`config.mk`:
```
export PLATFORM = sky130hd
export DESIGN_NAME = interrupt_enable_flag_logic
export DESIGN_NICKNAME = d
export VERILOG_FILES = /design/src/rtl/irq_flag_pkg.sv /design/src/rtl/interrupt_enable_flag_logic.sv
export SDC_FILE = /design/constraint.sdc
export NUM_CORES = 1
export LEC_CHECK = 0
export BUFFER_PORTS_ARGS = -buffer_cell sky130_fd_sc_hd__buf_2
export CAP_MARGIN = 20
export CORE_MARGIN = 8
export CORE_UTILIZATION = 30
export CTS_CLUSTER_SIZE = 25
export DETAILED_ROUTE_END_ITERATION = 10
export PLACE_DENSITY_LB_ADDON = 0.05
export SLEW_MARGIN = 20
export SYNTH_ARGS = -nofsm -noshare
export SYNTH_HDL_FRONTEND = slang
export SYNTH_SLANG_ARGS = --single-unit
```
`constraint.sdc`:
```
create_clock -name CLK_I -period 3.1 [get_ports CLK_I]
set_clock_uncertainty 0.15 [all_clocks]
set_input_delay 0.31 -clock CLK_I [delete_from_list [all_inputs] [get_ports CLK_I]]
set_output_delay 0.31 -clock CLK_I [all_outputs]
set_load 0.01 [all_outputs]
```
`src/rtl/irq_flag_pkg.sv`:
```
// Package: register map, field positions and reset values of the interrupt block.
package irq_flag_pkg;

   // -------------------------------------------------------------------
   // Register word indices on the Avalon port
   // -------------------------------------------------------------------
   localparam logic [2:0] IDX_INTERRUPT_CONTROL = 3'h0;
   localparam logic [2:0] IDX_PERIPH_ENABLE_1   = 3'h1;
   localparam logic [2:0] IDX_PERIPH_FLAG_1     = 3'h2;
   localparam logic [2:0] IDX_TIMER0_COUNT      = 3'h3;
   localparam logic [2:0] IDX_OPTION            = 3'h4;
   localparam logic [2:0] IDX_PIN_CHANGE_MASK   = 3'h5;

   // -------------------------------------------------------------------
   // Field positions
   // -------------------------------------------------------------------
   localparam int BIT_GLOBAL_ENABLE   = 7;
   localparam int BIT_PERIPH_GROUP    = 6;
   localparam int BIT_TIMER0_ENABLE   = 5;
   localparam int BIT_EXT_PIN_ENABLE  = 4;
   localparam int BIT_PIN_CHG_ENABLE  = 3;
   localparam int BIT_TIMER0_FLAG     = 2;
   localparam int BIT_EXT_PIN_FLAG    = 1;
   localparam int BIT_PIN_CHG_FLAG    = 0;
   localparam int BIT_EXT_EDGE_SELECT = 0;
   localparam int PERIPH_SOURCES      = 6;
   localparam int CHANGE_PINS         = 8;

   // -------------------------------------------------------------------
   // Reset values and constants
   // -------------------------------------------------------------------
   localparam logic [7:0]  RST_INTERRUPT_CONTROL = 8'h00;
   localparam logic [5:0]  RST_PERIPH_ENABLE_1   = 6'h00;
   localparam logic [5:0]  RST_PERIPH_FLAG_1     = 6'h00;
   localparam logic        RST_EXT_EDGE_SELECT   = 1'b1;
   localparam logic [7:0]  RST_PIN_CHANGE_MASK   = 8'h00;
   localparam logic [7:0]  TIMER0_TOP            = 8'hff;
   localparam logic [15:0] IRQ_VECTOR_ADDR       = 16'h0004;
   localparam logic [2:0]  PRIME_CYCLES_DONE     = 3'h7;

   typedef struct packed {
      logic global_irq_enable;
      logic periph_group_enable;
      logic timer0_ovf_enable;
      logic ext_pin_irq_enable;
      logic pin_change_enable;
      logic timer0_ovf_flag;
      logic ext_pin_irq_flag;
      logic pin_change_flag;
   } interrupt_control_t;

endpackage

```
`src/rtl/interrupt_enable_flag_logic.sv`:
```
// Interrupt enable and flag logic with an Avalon-MM register port.
//
// Overview of operation
// RULE1: Global enable low blocks every request; high passes enabled sources.
// RULE2: Peripheral-group enable gates all peripheral sources.
// RULE3: Peripheral request needs group enable plus its own enable.
// RULE4: Timer-0 overflow enable passes or suppresses the timer-0 interrupt.
// RULE5: Timer-0 overflow sets its flag; it stays until software clears it.
// RULE6: External pin enable passes or suppresses the external interrupt.
// RULE7: External event sets its flag, held until software clears it.
// RULE8: Pin-change enable passes or suppresses the pin-change interrupt.
// RULE9: Pin-change events need per-pin enables as well.
// RULE10: Pin-change flag sets when any enabled monitored pin changes.
// RULE11: Flags set regardless of their own or the global enable.
// RULE12: Software clears a flag before enabling its interrupt.
// RULE13: Timer-0 count survives reset; software loads it before clearing flag.
// RULE14: Bus-collision enable passes or blocks that interrupt.
// RULE15: Serial port enable passes or blocks the serial port interrupt.
// RULE16: Capture/compare 2 enable passes or blocks its interrupt.
// RULE17: Capture/compare 1 enable passes or blocks its interrupt.
// RULE18: Timer-2 enable passes or blocks the timer-2 interrupt.
// RULE19: Timer-1 enable passes or blocks the timer-1 interrupt.
// RULE20: Top two bits of peripheral enable register read zero.
// RULE21: Servicing clears global enable and presents the vector address.
// RULE22: Reset clears the global enable.
// RULE23: External flag sets on rising edge if selected, else falling.
// RULE24: Request is global enable and any enabled flagged source.
// RULE25: Each peripheral enable pairs with the same-position peripheral flag.
`timescale 1ns/1ps

module interrupt_enable_flag_logic
   import irq_flag_pkg::*;
(
   input  wire logic                                CLK_I,
   input  wire logic                                ARST_N_I,
   input  wire logic [2:0]                          AVS_ADDRESS_I,
   input  wire logic                                AVS_READ_I,
   input  wire logic                                AVS_WRITE_I,
   input  wire logic [31:0]                         AVS_WRITEDATA_I,
   input  wire logic [3:0]                          AVS_BYTEENABLE_I,
   output logic      [31:0]                         AVS_READDATA_O,
   output logic                                     AVS_WAITREQUEST_O,
   input  wire logic                                TIMER0_TICK_I,
   input  wire logic                                EXT_IRQ_PIN_I,
   input  wire logic [irq_flag_pkg::CHANGE_PINS-1:0]    CHANGE_PINS_I,
   input  wire logic [irq_flag_pkg::PERIPH_SOURCES-1:0] PERIPH_EVENT_I,
   input  wire logic                                IRQ_ACK_I,
   input  wire logic                                IRQ_RETURN_I,
   output logic                                     IRQ_O,
   output logic      [15:0]                         VECTOR_O
);

   import irq_flag_pkg::*;

   // -------------------------------------------------------------------
   // Declarations
   // -------------------------------------------------------------------
   interrupt_control_t              ctrl;
   logic [PERIPH_SOURCES-1:0]       periph_enable;
   logic [PERIPH_SOURCES-1:0]       periph_flag;
   logic [7:0]                      timer0_count;
   logic                            ext_edge_select;
   logic [CHANGE_PINS-1:0]          per_pin_change_enables;
   logic                            ack;
   logic                            wr_fire;
   logic                            we_ctrl;
   logic                            we_pen;
   logic                            we_pflag;
   logic                            we_timer;
   logic                            we_option;
   logic                            we_mask;
   logic [7:0]                      wdata;
   logic [7:0]                      rd_value;
   logic                            ext_sync1;
   logic                            ext_sync2;
   logic                            ext_prev;
   logic [CHANGE_PINS-1:0]          chg_sync1;
   logic [CHANGE_PINS-1:0]          chg_sync2;
   logic [CHANGE_PINS-1:0]          chg_prev;
   logic [2:0]                      prime;
   logic                            primed;
   logic                            timer0_ovf;
   logic                            ext_event;
   logic                            chg_event;
   logic                            core_req;
   logic                            periph_req;
   logic [PERIPH_SOURCES-1:0]       next_periph_flag;

   function automatic logic hit(input logic [2:0] addr, input logic [2:0] idx);
      return addr == idx;
   endfunction

   // -------------------------------------------------------------------
   // Avalon-MM slave: one wait state, registered read data
   // -------------------------------------------------------------------
   assign AVS_WAITREQUEST_O = (AVS_READ_I | AVS_WRITE_I) & ~ack;
   assign wr_fire           = AVS_WRITE_I & ack & AVS_BYTEENABLE_I[0];
   assign wdata             = AVS_WRITEDATA_I[7:0];
   assign we_ctrl           = wr_fire & hit(AVS_ADDRESS_I, IDX_INTERRUPT_CONTROL);
   assign we_pen            = wr_fire & hit(AVS_ADDRESS_I, IDX_PERIPH_ENABLE_1);
   assign we_pflag          = wr_fire & hit(AVS_ADDRESS_I, IDX_PERIPH_FLAG_1);
   assign we_timer          = wr_fire & hit(AVS_ADDRESS_I, IDX_TIMER0_COUNT);
   assign we_option         = wr_fire & hit(AVS_ADDRESS_I, IDX_OPTION);
   assign we_mask           = wr_fire & hit(AVS_ADDRESS_I, IDX_PIN_CHANGE_MASK);

   always_ff @(posedge CLK_I or negedge ARST_N_I) begin
      if (!ARST_N_I) begin
         ack <= 1'b0;
      end else begin
         ack <= (AVS_READ_I | AVS_WRITE_I) & ~ack;
      end
   end

   always_comb begin
      rd_value = 8'h00;
      if (hit(AVS_ADDRESS_I, IDX_INTERRUPT_CONTROL)) begin
         rd_value = ctrl;
      end
      // RULE20: unimplemented bits zero
      if (hit(AVS_ADDRESS_I, IDX_PERIPH_ENABLE_1)) begin
         rd_value = {2'b00, periph_enable};
      end
      if (hit(AVS_ADDRESS_I, IDX_PERIPH_FLAG_1)) begin
         rd_value = {2'b00, periph_flag};
      end
      if (hit(AVS_ADDRESS_I, IDX_TIMER0_COUNT)) begin
         rd_value = timer0_count;
      end
      if (hit(AVS_ADDRESS_I, IDX_OPTION)) begin
         rd_value = {7'h00, ext_edge_select};
      end
      if (hit(AVS_ADDRESS_I, IDX_PIN_CHANGE_MASK)) begin
         rd_value = per_pin_change_enables;
      end
   end

   always_ff @(posedge CLK_I or negedge ARST_N_I) begin
      if (!ARST_N_I) begin
         AVS_READDATA_O <= 32'h0000_0000;
      end else if (AVS_READ_I && !ack) begin
         AVS_READDATA_O <= {24'h00_0000, rd_value};
      end
   end

   // -------------------------------------------------------------------
   // Pin synchronisers and edge detection
   // -------------------------------------------------------------------
   always_ff @(posedge CLK_I or negedge ARST_N_I) begin
      if (!ARST_N_I) begin
         ext_sync1 <= 1'b0;
         ext_sync2 <= 1'b0;
         ext_prev  <= 1'b0;
         chg_sync1 <= '0;
         chg_sync2 <= '0;
         chg_prev  <= '0;
      end else begin
         ext_sync1 <= EXT_IRQ_PIN_I;
         ext_sync2 <= ext_sync1;
         ext_prev  <= ext_sync2;
         chg_sync1 <= CHANGE_PINS_I;
         chg_sync2 <= chg_sync1;
         chg_prev  <= chg_sync2;
      end
   end

   // Edges are ignored until the synchronisers hold real pin levels.
   always_ff @(posedge CLK_I or negedge ARST_N_I) begin
      if (!ARST_N_I) begin
         prime <= 3'h0;
      end else if (!primed) begin
         prime <= prime + 3'h1;
      end
   end
   assign primed = (prime == PRIME_CYCLES_DONE);

   // RULE23: edge polarity by select bit
   assign ext_event = primed & (ext_edge_select ? (ext_sync2 & ~ext_prev)
                                                : (~ext_sync2 & ext_prev));
   // RULE9: only enabled pins count
   assign chg_event = primed & (|((chg_sync2 ^ chg_prev) & per_pin_change_enables));

   // -------------------------------------------------------------------
   // Timer-0 count
   // -------------------------------------------------------------------
   // RULE13: count has no reset
   always_ff @(posedge CLK_I) begin
      if (we_timer) begin
         timer0_count <= wdata;
      end else if (TIMER0_TICK_I) begin
         timer0_count <= timer0_count + 8'h01;
      end
   end
   assign timer0_ovf = TIMER0_TICK_I & ~we_timer & (timer0_count == TIMER0_TOP);

   // -------------------------------------------------------------------
   // Configuration registers
   // -------------------------------------------------------------------
   always_ff @(posedge CLK_I or negedge ARST_N_I) begin
      if (!ARST_N_I) begin
         ext_edge_select        <= RST_EXT_EDGE_SELECT;
         per_pin_change_enables <= RST_PIN_CHANGE_MASK;
      end else begin
         if (we_option) begin
            ext_edge_select <= wdata[BIT_EXT_EDGE_SELECT];
         end
         if (we_mask) begin
            per_pin_change_enables <= wdata;
         end
      end
   end

   always_ff @(posedge CLK_I or negedge ARST_N_I) begin
      if (!ARST_N_I) begin
         periph_enable <= RST_PERIPH_ENABLE_1;
      end else if (we_pen) begin
         periph_enable <= wdata[PERIPH_SOURCES-1:0];
      end
   end

   // -------------------------------------------------------------------
   // Interrupt control: enables and global enable
   // -------------------------------------------------------------------
   // RULE22: reset clears global enable
   always_ff @(posedge CLK_I or negedge ARST_N_I) begin
      if (!ARST_N_I) begin
         ctrl.global_irq_enable <= RST_INTERRUPT_CONTROL[BIT_GLOBAL_ENABLE];
      // RULE21: service clears global enable
      end else if (IRQ_ACK_I) begin
         ctrl.global_irq_enable <= 1'b0;
      end else if (IRQ_RETURN_I) begin
         ctrl.global_irq_enable <= 1'b1;
      end else if (we_ctrl) begin
         ctrl.global_irq_enable <= wdata[BIT_GLOBAL_ENABLE];
      end
   end

   always_ff @(posedge CLK_I or negedge ARST_N_I) begin
      if (!ARST_N_I) begin
         ctrl.periph_group_enable <= RST_INTERRUPT_CONTROL[BIT_PERIPH_GROUP];
         ctrl.timer0_ovf_enable   <= RST_INTERRUPT_CONTROL[BIT_TIMER0_ENABLE];
         ctrl.ext_pin_irq_enable  <= RST_INTERRUPT_CONTROL[BIT_EXT_PIN_ENABLE];
         ctrl.pin_change_enable   <= RST_INTERRUPT_CONTROL[BIT_PIN_CHG_ENABLE];
      end else if (we_ctrl) begin
         ctrl.periph_group_enable <= wdata[BIT_PERIPH_GROUP];
         ctrl.timer0_ovf_enable   <= wdata[BIT_TIMER0_ENABLE];
         ctrl.ext_pin_irq_enable  <= wdata[BIT_EXT_PIN_ENABLE];
         ctrl.pin_change_enable   <= wdata[BIT_PIN_CHG_ENABLE];
      end
   end

   // -------------------------------------------------------------------
   // Sticky flags: an event in the clearing cycle wins
   // -------------------------------------------------------------------
   // RULE5: timer-0 flag set and hold
   always_ff @(posedge CLK_I or negedge ARST_N_I) begin
      if (!ARST_N_I) begin
         ctrl.timer0_ovf_flag  <= RST_INTERRUPT_CONTROL[BIT_TIMER0_FLAG];
         ctrl.ext_pin_irq_flag <= RST_INTERRUPT_CONTROL[BIT_EXT_PIN_FLAG];
         ctrl.pin_change_flag  <= RST_INTERRUPT_CONTROL[BIT_PIN_CHG_FLAG];
      end else begin
         // RULE11: set ignores enables
         ctrl.timer0_ovf_flag  <= (we_ctrl ? wdata[BIT_TIMER0_FLAG]
                                           : ctrl.timer0_ovf_flag) | timer0_ovf;
         // RULE7: external flag held
         ctrl.ext_pin_irq_flag <= (we_ctrl ? wdata[BIT_EXT_PIN_FLAG]
                                           : ctrl.ext_pin_irq_flag) | ext_event;
         // RULE10: pin-change flag set
         ctrl.pin_change_flag  <= (we_ctrl ? wdata[BIT_PIN_CHG_FLAG]
                                           : ctrl.pin_change_flag) | chg_event;
      end
   end

   genvar g;
   generate
      for (g = 0; g < PERIPH_SOURCES; g++) begin : g_pflag
         assign next_periph_flag[g] = (we_pflag ? wdata[g] : periph_flag[g])
                                      | PERIPH_EVENT_I[g];
      end
   endgenerate

   always_ff @(posedge CLK_I or negedge ARST_N_I) begin
      if (!ARST_N_I) begin
         periph_flag <= RST_PERIPH_FLAG_1;
      end else begin
         periph_flag <= next_periph_flag;
      end
   end

   // -------------------------------------------------------------------
   // Request to the core
   // -------------------------------------------------------------------
   // RULE4: timer-0 pair
   // RULE6: external pin pair
   // RULE8: pin-change pair
   assign core_req = (ctrl.timer0_ovf_enable  & ctrl.timer0_ovf_flag)
                   | (ctrl.ext_pin_irq_enable & ctrl.ext_pin_irq_flag)
                   | (ctrl.pin_change_enable  & ctrl.pin_change_flag);
   // RULE25: position-wise pairing
   // RULE14: bit 5 collision source
   // RULE15: bit 4 serial source
   // RULE16: bit 3 capcmp2 source
   // RULE17: bit 2 capcmp1 source
   // RULE18: bit 1 timer-2 source
   // RULE19: bit 0 timer-1 source
   // RULE2: group enable gate
   // RULE3: both enables needed
   assign periph_req = ctrl.periph_group_enable & (|(periph_enable & periph_flag));
   // RULE1: global gate
   // RULE24: combined request
   assign IRQ_O = ctrl.global_irq_enable & (core_req | periph_req);

   // RULE21: vector address for the core
   always_ff @(posedge CLK_I or negedge ARST_N_I) begin
      if (!ARST_N_I) begin
         VECTOR_O <= IRQ_VECTOR_ADDR;
      end else begin
         VECTOR_O <= IRQ_VECTOR_ADDR;
      end
   end

   // -------------------------------------------------------------------
   // Assertions
   // -------------------------------------------------------------------
   a_global_gate_off: // RULE1
   assert property (@(posedge CLK_I) disable iff (!ARST_N_I)
      !ctrl.global_irq_enable |-> !IRQ_O)
      else $error("request raised with global enable low");

   a_periph_group_gate: // RULE2
   assert property (@(posedge CLK_I) disable iff (!ARST_N_I)
      (!ctrl.periph_group_enable && !core_req) |-> !IRQ_O)
      else $error("peripheral request passed with group enable low");

   a_periph_pair_req: // RULE3
   assert property (@(posedge CLK_I) disable iff (!ARST_N_I)
      (ctrl.global_irq_enable && ctrl.periph_group_enable
       && |(periph_enable & periph_flag)) |-> IRQ_O)
      else $error("enabled peripheral source did not request");

   a_timer0_pair_req: // RULE4
   assert property (@(posedge CLK_I) disable iff (!ARST_N_I)
      (ctrl.global_irq_enable && ctrl.timer0_ovf_enable && ctrl.timer0_ovf_flag)
      |-> IRQ_O)
      else $error("timer-0 source did not request");

   a_timer0_flag_set: // RULE5
   assert property (@(posedge CLK_I) disable iff (!ARST_N_I)
      (TIMER0_TICK_I && !we_timer && timer0_count == 8'hff)
      |=> ctrl.timer0_ovf_flag && timer0_count == 8'h00)
      else $error("timer-0 overflow did not set flag");

   a_timer0_flag_hold: // RULE5
   assert property (@(posedge CLK_I) disable iff (!ARST_N_I)
      (ctrl.timer0_ovf_flag && !we_ctrl) |=> ctrl.timer0_ovf_flag)
      else $error("timer-0 flag dropped without a write");

   a_ext_pair_req: // RULE6
   assert property (@(posedge CLK_I) disable iff (!ARST_N_I)
      (ctrl.global_irq_enable && ctrl.ext_pin_irq_enable && ctrl.ext_pin_irq_flag)
      |-> IRQ_O)
      else $error("external source did not request");

   a_ext_edge_flag: // RULE23
   assert property (@(posedge CLK_I) disable iff (!ARST_N_I)
      (primed && ext_edge_select && ext_sync2 && !ext_prev) |=> ctrl.ext_pin_irq_flag)
      else $error("rising edge missed on external pin");

   a_chg_masked_pins: // RULE9
   assert property (@(posedge CLK_I) disable iff (!ARST_N_I)
      (!ctrl.pin_change_flag && !we_ctrl
       && ((chg_sync2 ^ chg_prev) & per_pin_change_enables) == '0)
      |=> !ctrl.pin_change_flag)
      else $error("pin-change flag set by a masked pin");

   a_chg_flag_set: // RULE10
   assert property (@(posedge CLK_I) disable iff (!ARST_N_I)
      (primed && |((chg_sync2 ^ chg_prev) & per_pin_change_enables))
      |=> ctrl.pin_change_flag)
      else $error("enabled pin change did not set flag");

   a_flag_no_enable: // RULE11
   assert property (@(posedge CLK_I) disable iff (!ARST_N_I)
      PERIPH_EVENT_I[0] |=> periph_flag[0])
      else $error("peripheral flag not set by its event");

   a_pen_top_zero: // RULE20
   assert property (@(posedge CLK_I) disable iff (!ARST_N_I)
      (AVS_READ_I && !ack && AVS_ADDRESS_I == IDX_PERIPH_ENABLE_1)
      |=> AVS_READDATA_O[7:6] == 2'b00 && !AVS_WAITREQUEST_O)
      else $error("peripheral enable top bits not zero");

   a_service_clears_gie: // RULE21
   assert property (@(posedge CLK_I) disable iff (!ARST_N_I)
      IRQ_ACK_I |=> !ctrl.global_irq_enable && !IRQ_O)
      else $error("service did not clear global enable");

endmodule

```
==> flow_metrics.env <==
export IMPL_status="finished, final reports clean"
export IMPL_coreArea_sq_um=11900
export IMPL_clkTransAtPathRegs_ps=60
export IMPL_cts_tree="done"
export IMPL_cts_root_buf="clkbuf_16"
export IMPL_internal_power_uw=1970
export IMPL_hold_slack_ps=17.3
export IMPL_seqCellArea_sq_um=1940
export IMPL_grt_start_max_net_pins=69
export IMPL_synth_top_area_share_pct=46.2
export IMPL_drt_iter0_drc=89
export IMPL_drt_wl_total_mm=8.60
export IMPL_via_count=2241
export IMPL_numPortBuffers=43
export IMPL_chipHeight_microns=126
export IMPL_syn_to_final_growth_pct=17.8
export IMPL_worstSkewPairLatency_ps=340
export IMPL_firstDrtPassIters=4
export IMPL_clock_sinks=76
export IMPL_ant_nets=0
export IMPL_hold_viol_final=0
export IMPL_final_max_slew_violation_count=0
export IMPL_grt_setup_unrepaired="false"
export IMPL_synth_most_common_cell="dfrtp_1"
export IMPL_drc=0
export IMPL_crit_arrival_ps=1800
export IMPL_ys_warn_count=0
export IMPL_synth_seq_cells=76
export IMPL_first_global_vias=2321
export IMPL_antenna_found_initial=0
export IMPL_synthTopCellsByCount="dfrtp_1, buf_4, nor2_1"
export IMPL_power_density_nw_per_um2=619
export IMPL_overflow=0
export IMPL_worst_pin_slew_ps=510
export IMPL_worstPathMaxFanout=17
export IMPL_clk_path_buf_depth=2
export IMPL_die_area_sq_um=15900
export IMPL_grtUsageTotal_pct=11.3
export IMPL_h_tree_depth=3
export IMPL_cts_buffers=9
export IMPL_num_rows=40
export IMPL_cp_end_kind="flip-flop"
export IMPL_via_per_inst=4.42
export IMPL_wl_per_cell_microns=17.0
export IMPL_multi_input_area_sq_um=1430
export IMPL_finalWeightedCongestion=0.755
export IMPL_cp_required_ps=2940
export IMPL_top_level_ports=111
export IMPL_setup_violations=0
export IMPL_die_w_microns=126
export IMPL_ys_async_sr_fraction_pct=89.5
export IMPL_relSlewSlack_pct=66.0
export IMPL_timing_final_crit_share_pct=63.2
export IMPL_ys_flop_type="dfrtp_1"
export IMPL_peakVddDrop_mv=0.261
export IMPL_num_nets_final=419
export IMPL_antenna_cells=0
export IMPL_yosysSeqAreaShare_pct=53.5
export IMPL_maxCapViolations=0
export IMPL_syn_inst=296
export IMPL_synth_area_leaders="dfrtp_1, buf_4, edfxtp_1"
export IMPL_initial_core_util_pct=30.5
export IMPL_power_switching_uw=685
export IMPL_start_kind="flip-flop"
export IMPL_layout_drive_gt1_share_pct=25.0
export IMPL_critPathKind="reg -> reg"
export IMPL_synth_edff_count=8
export IMPL_cts_resized=0
export IMPL_hold_path_class="in -> reg"
export IMPL_seqPwrFrac_pct=45.9
export IMPL_tns_ps=0
export IMPL_clkPwrFrac_pct=40.0
export IMPL_netlist_area_sq_um=3630
export IMPL_syn_avg_cell_area_sq_um=12.3
export IMPL_yosysTopAreaCell="dfrtp_1"
export IMPL_swShare_pct=25.8
export IMPL_grt_pass1_wl_mm=13.4
export IMPL_dpl_hpwl_mm=6.26
export IMPL_p_leak_uw=0.00196
export IMPL_fin_crit_ps=1960
export IMPL_fillers=1194
export IMPL_clock_fmax_ghz=0.510
export IMPL_power_frac_comb_pct=14.2
export IMPL_synthDistinctLibCells=50
-- final cells by class --
| class | instances | share of cell area [%] |
|---|---|---|
| multi-input cells | 202 | 33.3 |
| well taps | 147 | 4.30 |
| inverters | 5 | 0.439 |
| clock buffers | 13 | 6.84 |
| clock inverters | 3 | 0.351 |
| flip-flops and latches | 76 | 45.4 |
| repair buffers | 61 | 9.36 |
-- path summary, 6_finish.rpt --
check | start | cells after the start | endpoint | slack, ps
max | ack | 4 | timer0_count[0] | 1140
min | PERIPH_EVENT_I[5] | 3 | periph_flag[5] | 20
max reg2reg | ack | 4 | timer0_count[0] | 1140
min reg2reg | chg_sync1[3] | 0 | chg_sync2[3] | 200
max in group asynchronous | ARST_N_I | 3 | ext_edge_select | 2080
min in group asynchronous | ARST_N_I | 3 | chg_sync1[2] | 370
-- state kept, by name (all words and copies together), names as in the netlist, 6 cells and up --
name                    flops
AVS_READDATA_O              8
chg_prev                    8
chg_sync1                   8
chg_sync2                   8
ctrl                        8
per_pin_change_enables      8
timer0_count                8
periph_enable               6
periph_flag                 6
-- worst max-delay path: stages (launching register included) --
cell      delay, ps
dfrtp_1         370
and4b_1         250
buf_4           210
nand3_4         210
nand2b_1        410
-- layer usage --
| layer | GRT usage (%) | vias to the layer above | routed length (microns) |
|---|---|---|---|
| li1 | - | 1082 | - |
| met1 | 14.4 | 1086 | 4030 |
| met2 | 17.0 | 68 | 3930 |
| met3 | 4.85 | 5 | 550 |
| met4 | 3.40 | 0 | 84 |
| met5 | 0 | - | 0 |
-- through the flow --
| step | instances | utilization [%] | area [sq um] | setup slack [ps] | total power [uW] |
|---|---|---|---|---|---|
| after global placement | 476 | 32.1 | 3820 | 927 | 1600 |
| after CTS | 507 | 35.9 | 4280 | 1100 | 2700 |
| final | 507 | 35.9 | 4280 | 1140 | 2650 |
| after global routing | 507 | 35.9 | 4280 | 990 | 2790 |
| after detailed placement | 476 | 32.1 | 3820 | 919 | 1600 |
| after floorplan | 334 | - | 3770 | 1460 | 1480 |
-- placed cells by master (no fill, tap or decap), types with 4 or more instances in the layout --
cell / synthesis / routed
dfrtp_1: 67 / 67
buf_2: 3 / 43
conb_1: 2 / 40
nor2_1: 20 / 20
a21oi_1: 16 / 16
nand2_1: 16 / 16
a22oi_1: 15 / 15
dlygate4sd3_1: 0 / 15
xor2_1: 12 / 12
mux2_1: 11 / 11
clkbuf_16: 0 / 11
nand3_1: 8 / 8
mux2_4: 8 / 8
edfxtp_1: 8 / 8
a21oi_2: 6 / 6
mux4_2: 5 / 5
inv_1: 4 / 4
nor2b_1: 4 / 4
-- timing repair --
item | in CTS | in global routing
setup buffers | 0 | 0
endpoints found under the hold margin | 81 | 0
hold buffers | 15 | 0
endpoints found under the setup margin | 0 | 0
-- cell families (layout without fill, tap and decap cells) --
logic type / Yosys count / count (layout) / share of synthesized area [%]
adders and majority gates: 3 / 3 / 1.03
xor gates and xnor gates: 15 / 15 / 3.62
buffers and inverters: 56 / 82 / 11.2
other: 2 / 40 / 0.207
muxes: 28 / 28 / 11.0
and+or+nand+nor: 68 / 68 / 10.5
AOI/OAI and AO/OA: 48 / 48 / 8.96
DFF: 76 / 76 / 53.5
-- power by group through the flow --
stage	combinational, uW	clock (uW)	sequential, uW
final	375	1060	1220
after global routing	416	1140	1230
after CTS	381	1100	1220
after detailed placement	365	0	1240
after global placement	362	0	1240
after floorplan	268	0	1210
(Power assumes the default switching activity.)
